## src/common/bieg_defines.svh

```systemverilog
// register offsets, field positions, masks and reset values of the buffer interrupt enable block
`ifndef BIEG_DEFINES_SVH
`define BIEG_DEFINES_SVH

// ----------------------------------------------------------------
// register offsets (byte addresses)
// ----------------------------------------------------------------
`define BIEG_ADDR_W            12
`define BIEG_OFS_EVENT_STATUS  12'h14c
`define BIEG_OFS_IRQ_ENABLE    12'h150

// ----------------------------------------------------------------
// byte lanes of each buffer inside both registers
// ----------------------------------------------------------------
`define BIEG_BUF3_LSB          24
`define BIEG_BUF2_LSB          16
`define BIEG_BUF1_LSB          8

// ----------------------------------------------------------------
// field positions inside one buffer byte
// ----------------------------------------------------------------
`define BIEG_FLD_CELL_CONFIRM  7
`define BIEG_FLD_TS_RELEASE    6
`define BIEG_FLD_TS_EXPIRED    5
`define BIEG_FLD_WM_ONE        4
`define BIEG_FLD_WM_ZERO       3
`define BIEG_FLD_RSVD          2
`define BIEG_FLD_FULL          1
`define BIEG_FLD_EMPTY         0

// ----------------------------------------------------------------
// masks and reset values
// ----------------------------------------------------------------
`define BIEG_IMPL_MASK         32'hfbfbfa00
`define BIEG_IRQ_ONE_MASK      32'hfbfb0000
`define BIEG_IRQ_ZERO_MASK     32'h0000fa00
`define BIEG_ENABLE_RESET      32'h00010000
`define BIEG_STATUS_RESET      32'h00010000

`endif

```

## src/common/bieg_pkg.sv

```systemverilog
// types shared by the buffer interrupt enable block
`default_nettype none

package bieg_pkg;

  // ----------------------------------------------------------------
  // event strobes of one data buffer
  // ----------------------------------------------------------------
  typedef struct packed {
    logic cell_confirm;
    logic ts_release;
    logic ts_expired;
    logic wm_one;
    logic wm_zero;
    logic full;
    logic empty;
  } bieg_buf_evt_t;

  // ----------------------------------------------------------------
  // register port request
  // ----------------------------------------------------------------
  typedef struct packed {
    logic [11:0] addr;
    logic [31:0] wdata;
    logic        wr;
    logic        rd;
  } bieg_reg_req_t;

endpackage : bieg_pkg

`default_nettype wire

```

## src/rtl/bieg_top.sv

```systemverilog
// buffer event status, interrupt enable register and summary interrupt flags
//
// Notes on behaviour
// - top byte enables buffer 3 events onto summary flag one
// - second byte enables buffer 2 events onto summary flag one
// - third byte enables buffer 1 events except empty onto summary flag zero
// - a cleared enable bit keeps its event away from the summary flag
// - bits 26, 18 and 10 ignore writes and read as zero
// - all enables reset to zero except buffer 2 empty, which resets to one
// - byte order: confirm, release, expired, wm1, wm0, reserved, full, empty
// - implemented enable bits are read-write and hold until rewritten or reset
// - event bits set by hardware, cleared when software reads them
`include "bieg_defines.svh"
`default_nettype none

module bieg_top (
  // clock and reset
  input  wire logic                  core_clk,
  input  wire logic                  srst,
  // register port
  input  wire logic [11:0]           reg_addr,
  input  wire logic [31:0]           reg_wdata,
  input  wire logic                  reg_wr,
  input  wire logic                  reg_rd,
  output logic      [31:0]           reg_rdata,
  // buffer event strobes from the buffer manager
  input  wire bieg_pkg::bieg_buf_evt_t buf3_evt,
  input  wire bieg_pkg::bieg_buf_evt_t buf2_evt,
  input  wire bieg_pkg::bieg_buf_evt_t buf1_evt,
  // summary interrupt flags
  output logic                       summary_buffer_irq_one,
  output logic                       summary_buffer_irq_zero
);

  // ----------------------------------------------------------------
  // helper functions
  // ----------------------------------------------------------------

  // place one buffer's event strobes into its register byte
  function automatic logic [7:0] bieg_evt_byte(input bieg_pkg::bieg_buf_evt_t evt);
    logic [7:0] b;
    b = 8'h00;
    b[`BIEG_FLD_CELL_CONFIRM] = evt.cell_confirm;
    b[`BIEG_FLD_TS_RELEASE]   = evt.ts_release;
    b[`BIEG_FLD_TS_EXPIRED]   = evt.ts_expired;
    b[`BIEG_FLD_WM_ONE]       = evt.wm_one;
    b[`BIEG_FLD_WM_ZERO]      = evt.wm_zero;
    b[`BIEG_FLD_RSVD]         = 1'b0;
    b[`BIEG_FLD_FULL]         = evt.full;
    b[`BIEG_FLD_EMPTY]        = evt.empty;
    return b;
  endfunction : bieg_evt_byte

  // pull one buffer's event fields back out of its register byte
  function automatic bieg_pkg::bieg_buf_evt_t bieg_byte_evt(input logic [7:0] b);
    bieg_pkg::bieg_buf_evt_t evt;
    evt              = '0;
    evt.cell_confirm = b[`BIEG_FLD_CELL_CONFIRM];
    evt.ts_release   = b[`BIEG_FLD_TS_RELEASE];
    evt.ts_expired   = b[`BIEG_FLD_TS_EXPIRED];
    evt.wm_one       = b[`BIEG_FLD_WM_ONE];
    evt.wm_zero      = b[`BIEG_FLD_WM_ZERO];
    evt.full         = b[`BIEG_FLD_FULL];
    evt.empty        = b[`BIEG_FLD_EMPTY];
    return evt;
  endfunction : bieg_byte_evt

  // true when a buffer has any event that is both pending and enabled
  function automatic logic bieg_buf_any(input bieg_pkg::bieg_buf_evt_t pend,
                                        input bieg_pkg::bieg_buf_evt_t en);
    return |(pend & en);
  endfunction : bieg_buf_any

  // ----------------------------------------------------------------
  // state
  // ----------------------------------------------------------------
  bieg_pkg::bieg_reg_req_t req;
  logic [31:0] buffer_irq_enable_reg_q;
  logic [31:0] buffer_irq_enable_reg_d;
  logic [31:0] buffer_event_status_reg_q;
  logic [31:0] buffer_event_status_reg_d;
  logic [31:0] reg_rdata_q;
  logic [31:0] reg_rdata_d;
  logic        irq_one_q;
  logic        irq_zero_q;
  bieg_pkg::bieg_buf_evt_t buf3_en;
  bieg_pkg::bieg_buf_evt_t buf2_en;
  bieg_pkg::bieg_buf_evt_t buf1_en;
  bieg_pkg::bieg_buf_evt_t buf3_pend;
  bieg_pkg::bieg_buf_evt_t buf2_pend;
  bieg_pkg::bieg_buf_evt_t buf1_pend;

  // ----------------------------------------------------------------
  // address decode
  // ----------------------------------------------------------------

  // gather the register port into one request
  assign req = '{addr: reg_addr, wdata: reg_wdata, wr: reg_wr, rd: reg_rd};

  wire hit_enable = (req.addr == `BIEG_OFS_IRQ_ENABLE);
  wire hit_status = (req.addr == `BIEG_OFS_EVENT_STATUS);
  wire wr_enable  = req.wr & hit_enable;
  wire rd_status  = req.rd & hit_status;

  // ----------------------------------------------------------------
  // event collection
  // ----------------------------------------------------------------

  // new events this cycle, laid out as in the status register
  wire [31:0] evt_word = {bieg_evt_byte(buf3_evt),
                          bieg_evt_byte(buf2_evt),
                          bieg_evt_byte(buf1_evt),
                          8'h00};
  wire [31:0] evt_set  = evt_word & `BIEG_IMPL_MASK;

  // ----------------------------------------------------------------
  // enable register
  // ----------------------------------------------------------------

  // only implemented bits take the write, reserved bits stay zero
  assign buffer_irq_enable_reg_d = wr_enable ? (req.wdata & `BIEG_IMPL_MASK)
                                             : buffer_irq_enable_reg_q;

  // enable register storage
  always_ff @(posedge core_clk) begin
    if (srst) begin
      buffer_irq_enable_reg_q <= `BIEG_ENABLE_RESET;
    end else begin
      buffer_irq_enable_reg_q <= buffer_irq_enable_reg_d;
    end
  end

  // ----------------------------------------------------------------
  // enable fields
  // ----------------------------------------------------------------

  // buffer 3 enables, top byte
  wire buf3_cell_confirm_en      = buffer_irq_enable_reg_q[`BIEG_BUF3_LSB + `BIEG_FLD_CELL_CONFIRM];
  wire buf3_timestamp_release_en = buffer_irq_enable_reg_q[`BIEG_BUF3_LSB + `BIEG_FLD_TS_RELEASE];
  wire buf3_timestamp_expired_en = buffer_irq_enable_reg_q[`BIEG_BUF3_LSB + `BIEG_FLD_TS_EXPIRED];
  wire buf3_watermark_one_en     = buffer_irq_enable_reg_q[`BIEG_BUF3_LSB + `BIEG_FLD_WM_ONE];
  wire buf3_watermark_zero_en    = buffer_irq_enable_reg_q[`BIEG_BUF3_LSB + `BIEG_FLD_WM_ZERO];
  wire buf3_full_en              = buffer_irq_enable_reg_q[`BIEG_BUF3_LSB + `BIEG_FLD_FULL];
  wire buf3_empty_en             = buffer_irq_enable_reg_q[`BIEG_BUF3_LSB + `BIEG_FLD_EMPTY];

  // buffer 2 enables, second byte
  wire buf2_cell_confirm_en      = buffer_irq_enable_reg_q[`BIEG_BUF2_LSB + `BIEG_FLD_CELL_CONFIRM];
  wire buf2_timestamp_release_en = buffer_irq_enable_reg_q[`BIEG_BUF2_LSB + `BIEG_FLD_TS_RELEASE];
  wire buf2_timestamp_expired_en = buffer_irq_enable_reg_q[`BIEG_BUF2_LSB + `BIEG_FLD_TS_EXPIRED];
  wire buf2_watermark_one_en     = buffer_irq_enable_reg_q[`BIEG_BUF2_LSB + `BIEG_FLD_WM_ONE];
  wire buf2_watermark_zero_en    = buffer_irq_enable_reg_q[`BIEG_BUF2_LSB + `BIEG_FLD_WM_ZERO];
  wire buf2_full_en              = buffer_irq_enable_reg_q[`BIEG_BUF2_LSB + `BIEG_FLD_FULL];
  wire buf2_empty_en             = buffer_irq_enable_reg_q[`BIEG_BUF2_LSB + `BIEG_FLD_EMPTY];

  // buffer 1 enables, third byte; its empty enable lies outside this block
  wire buf1_cell_confirm_en      = buffer_irq_enable_reg_q[`BIEG_BUF1_LSB + `BIEG_FLD_CELL_CONFIRM];
  wire buf1_timestamp_release_en = buffer_irq_enable_reg_q[`BIEG_BUF1_LSB + `BIEG_FLD_TS_RELEASE];
  wire buf1_timestamp_expired_en = buffer_irq_enable_reg_q[`BIEG_BUF1_LSB + `BIEG_FLD_TS_EXPIRED];
  wire buf1_watermark_one_en     = buffer_irq_enable_reg_q[`BIEG_BUF1_LSB + `BIEG_FLD_WM_ONE];
  wire buf1_watermark_zero_en    = buffer_irq_enable_reg_q[`BIEG_BUF1_LSB + `BIEG_FLD_WM_ZERO];
  wire buf1_full_en              = buffer_irq_enable_reg_q[`BIEG_BUF1_LSB + `BIEG_FLD_FULL];

  // enables of each buffer gathered in the same field order as its events
  assign buf3_en = '{cell_confirm: buf3_cell_confirm_en,
                     ts_release:   buf3_timestamp_release_en,
                     ts_expired:   buf3_timestamp_expired_en,
                     wm_one:       buf3_watermark_one_en,
                     wm_zero:      buf3_watermark_zero_en,
                     full:         buf3_full_en,
                     empty:        buf3_empty_en};
  assign buf2_en = '{cell_confirm: buf2_cell_confirm_en,
                     ts_release:   buf2_timestamp_release_en,
                     ts_expired:   buf2_timestamp_expired_en,
                     wm_one:       buf2_watermark_one_en,
                     wm_zero:      buf2_watermark_zero_en,
                     full:         buf2_full_en,
                     empty:        buf2_empty_en};
  assign buf1_en = '{cell_confirm: buf1_cell_confirm_en,
                     ts_release:   buf1_timestamp_release_en,
                     ts_expired:   buf1_timestamp_expired_en,
                     wm_one:       buf1_watermark_one_en,
                     wm_zero:      buf1_watermark_zero_en,
                     full:         buf1_full_en,
                     empty:        1'b0};

  // ----------------------------------------------------------------
  // event status register
  // ----------------------------------------------------------------

  // a read clears the bits it returned; an event in the same cycle wins
  wire [31:0] status_clr = rd_status ? buffer_event_status_reg_q : 32'h0000_0000;
  assign buffer_event_status_reg_d = (buffer_event_status_reg_q & ~status_clr) | evt_set;

  // event status storage
  always_ff @(posedge core_clk) begin
    if (srst) begin
      buffer_event_status_reg_q <= `BIEG_STATUS_RESET;
    end else begin
      buffer_event_status_reg_q <= buffer_event_status_reg_d;
    end
  end

  // ----------------------------------------------------------------
  // summary interrupt flags
  // ----------------------------------------------------------------

  // pending events of each buffer, in the same field order as the enables
  assign buf3_pend = bieg_byte_evt(buffer_event_status_reg_q[`BIEG_BUF3_LSB +: 8]);
  assign buf2_pend = bieg_byte_evt(buffer_event_status_reg_q[`BIEG_BUF2_LSB +: 8]);
  assign buf1_pend = bieg_byte_evt(buffer_event_status_reg_q[`BIEG_BUF1_LSB +: 8]);

  // buffers 3 and 2 drive flag one, buffer 1 drives flag zero; a cleared enable masks its event
  wire irq_one_d  = bieg_buf_any(buf3_pend, buf3_en) | bieg_buf_any(buf2_pend, buf2_en);
  wire irq_zero_d = bieg_buf_any(buf1_pend, buf1_en);

  // flags re-evaluated every cycle
  always_ff @(posedge core_clk) begin
    if (srst) begin
      irq_one_q  <= 1'b0;
      irq_zero_q <= 1'b0;
    end else begin
      irq_one_q  <= irq_one_d;
      irq_zero_q <= irq_zero_d;
    end
  end

  assign summary_buffer_irq_one  = irq_one_q;
  assign summary_buffer_irq_zero = irq_zero_q;

  // ----------------------------------------------------------------
  // read data
  // ----------------------------------------------------------------

  // read mux; unmapped addresses and idle cycles return zero
  assign reg_rdata_d = !req.rd    ? 32'h0000_0000 :
                       hit_enable ? (buffer_irq_enable_reg_q & `BIEG_IMPL_MASK) :
                       hit_status ? (buffer_event_status_reg_q & `BIEG_IMPL_MASK) :
                                    32'h0000_0000;

  // read data stands one cycle after the strobe only
  always_ff @(posedge core_clk) begin
    if (srst) begin
      reg_rdata_q <= 32'h0000_0000;
    end else begin
      reg_rdata_q <= reg_rdata_d;
    end
  end

  assign reg_rdata = reg_rdata_q;

endmodule : bieg_top

`default_nettype wire

```

## config.mk

```make
export PLATFORM = sky130hd
export DESIGN_NAME = bieg_top
export DESIGN_NICKNAME = d
export VERILOG_FILES = /design/src/common/bieg_pkg.sv /design/src/rtl/bieg_top.sv
export VERILOG_INCLUDE_DIRS = /design/src /design/src/common
export SDC_FILE = /design/constraint.sdc
export NUM_CORES = 1
export LEC_CHECK = 0
export BUFFER_PORTS_ARGS = -buffer_cell sky130_fd_sc_hd__buf_2
export CAP_MARGIN = 20
export CORE_MARGIN = 8
export CORE_UTILIZATION = 40
export CTS_CLUSTER_DIAMETER = 40
export CTS_CLUSTER_SIZE = 14
export DETAILED_ROUTE_END_ITERATION = 10
export PLACE_DENSITY_LB_ADDON = 0.3
export SYNTH_ARGS = -nofsm -noshare
export SYNTH_HDL_FRONTEND = slang
export SYNTH_SLANG_ARGS = --single-unit
```

## constraint.sdc

```tcl
create_clock -name core_clk -period 3.62 [get_ports core_clk]
set_input_delay 0.724 -clock core_clk [delete_from_list [all_inputs] [get_ports core_clk]]
set_output_delay 0.724 -clock core_clk [all_outputs]
set_load 0.01 [all_outputs]
```

==> metrics <==
Syn-to-layout area delta 25.6%; RSZ-0062 raised after global routing false; clk slew on worst S/H paths approximately 70 ps; max-slew violation count 0; CP Class in2reg; DP Worst Slack 1070 ps; # setup viols final 0; hold_ws approximately 500 ps; number of synthesized register bits 62; layout cell share with drive strength beyond 1 38.1%; Total Routing Usage GR 13.2%; drt pass-1 iters 4; clk_skew about 7.5 ps; PnR worst setup slack 1430 ps; largest net degree at the start of global routing 45; Final Hold Viols 0; Cell Pwr Density approximately 480 nW/um2; WP data arrival about 2500 ps; # nets final between 300 and 400; period utilization 60.4%; # hold bufs at CTS 0; Fin Setup TNS 0 ps; worst rel slew slack 41.2%; Clock Path Buffers 2; routed via count around 1800; WL/cell ~15 um; grt ovf 0; most frequent cells in the layout 77 x buf_2, 62 x dfxtp_1, 41 x nor2_1; CP Max Fanout 14; Yosys warning count 0; CTS H-Tree Depth 3; initial antenna violation count 0; hold crit path type reg2reg; io pins slightly above 100; DR iter-0 viols 81; grt peak-use layer met2; post-detail-place hpwl approximately 3.9 mm; Die Area between 8000 and 9000 um2; Routed Antenna Nets 0; fin area between 2000 and 3000 um2; Ant. Diodes 0; Clock Sink Count 62; synth unique cells 27; vias per std cell a little under 5; CP required 3900 ps; routed wire length around 5.5 mm; Critical Path Sink Type flop; synthesized area per cell ~11 um2; Area after DPL roughly 2700 um2; Pleak 1.42 nW; routability cong. approximately 0.75; met1 Use GR between 10 and 15%; fmax between 0.4 and 0.5 GHz; worst skew pair latency between 300 and 400 ps; Die W roughly 91 um; post-synthesis sequential area ratio between 50% and 60%; DRC errors left 0; Buffers on Ports 77; num rows 27; MaxCap Viol Count 0; WP buf/inv 1; Mapped Cells 216; Starting Density 41.3%; Worst VDD drop between 200 and 250 uV; postcts setup bufs 0; Critical Path Max Stage Delay 790 ps; commonest non-fill, non-tap cell in the layout buf_2; Worst Tran Pin Value a little under 900 ps; met3 Use GR between 6 and 7%; Inserted Clock Buffers 9; slowest CP cell nor4_4; met2 Usage GRT 21.3%; global-route wire length before repair between 8 and 9 mm; Largest delay share family, worst path simple AND/OR/NAND/NOR gates; vias in the first global route between 1500 and 2000; clock root cell clkbuf_8; Final Critical Period approximately 2200 ps; Startpoint Class input port; status finished clean; Filler cells roughly 520; CTS tree built; critical path, cell by cell buf_2, nand2b_1, or4_4, nor4_4, a22o_2; post-CTS sizing 0; core area between 5000 and 6000 um2; Die Span Y between 90 and 100 um; Post-Syn Area 2280 um2; total design power 0.00138 W
==> layer usage <==
layer	vias to the layer above	wire (um)
li1	903	-
met1	856	2380
met2	62	2640
met3	6	435
met4	0	71
met5	-	0
==> power breakdown <==
group | switching (W) | internal, W
clock network | 0.000252 | 0.000352
registers | 0.0000112 | 0.000698
logic | 0.0000339 | 0.0000324
total | 0.000297 | 0.00108
==> area by class of cell <==
class                   instances  area [um2]  share of cell area, %
clock buffers                  12         155                   5.43
flip-flops and latches         62        1240                   43.4
multi-input cells             141         918                   32.1
well taps                      72        90.1                   3.15
repair buffers                 80         408                   14.3
clock inverters                 4        45.0                   1.58
==> metrics by stage <==
step | cells | util (%)
3_5_place_dp | 355 | 48.3
6_report | 371 | 51.9
4_1_cts | 371 | 51.9
5_1_grt | 371 | 51.9
3_3_place_gp | 355 | 48.3
2_1_floorplan | 227 | -
==> synth_stat cells <==
cell type,n,area share (%)
nor2_1,41,6.8
nand2_1,4,0.66
a22o_2,14,6.2
buf_6,1,0.49
a211o_1,1,0.38
a221oi_1,3,1.2
nor4_4,1,0.93
conb_1,1,0.16
nor4b_1,1,0.38
buf_4,12,4.0
clkbuf_1,6,0.99
nand2b_1,1,0.28
nor4_1,1,0.28
clkbuf_8,1,0.60
mux2i_1,19,8.4
a22o_1,8,3.1
or4_4,1,0.49
nor4b_2,1,0.66
a21oi_1,20,4.4
buf_2,4,0.88
nor3_1,1,0.22
dfxtp_1,62,55
nand4_1,2,0.55
nand3b_1,1,0.33
a22oi_1,5,1.6
a31oi_1,2,0.55
and4bb_2,2,1.1
==> cells by family (layout without fill, tap and decap cells) <==
| logic type | Yosys count | count (layout) | share of synthesized area, % |
|---|---|---|---|
| buffers and inverters | 24 | 96 | 6.93 |
| AOI/OAI and AO/OA | 53 | 53 | 17.4 |
| muxes | 19 | 19 | 8.36 |
| other | 1 | 12 | 0.165 |
| DFF | 62 | 62 | 54.5 |
| and+or+nand+nor | 57 | 57 | 12.6 |
==> flip-flops by register name (all words and copies together), names as in the netlist <==
| signal | cells |
|---|---|
| summary_buffer_irq_one | 1 |
| summary_buffer_irq_zero | 1 |
| reg_rdata | 20 |
| buffer_event_status_reg_q | 20 |
| buffer_irq_enable_reg_q | 20 |
==> path summary, 6_finish.rpt <==
| path | from | endpoint | slack, ps | depth (start not counted) |
|---|---|---|---|---|
| max | reg_addr[5] | reg_rdata[13] | 1430 | 5 |
| max reg2reg | buffer_event_status_reg_q[30] | summary_buffer_irq_one | 2480 | 4 |
| min | buffer_irq_enable_reg_q[9] | reg_rdata[9] | 500 | 1 |
| min reg2reg | buffer_irq_enable_reg_q[9] | reg_rdata[9] | 500 | 1 |
(Power assumes the default switching activity.)
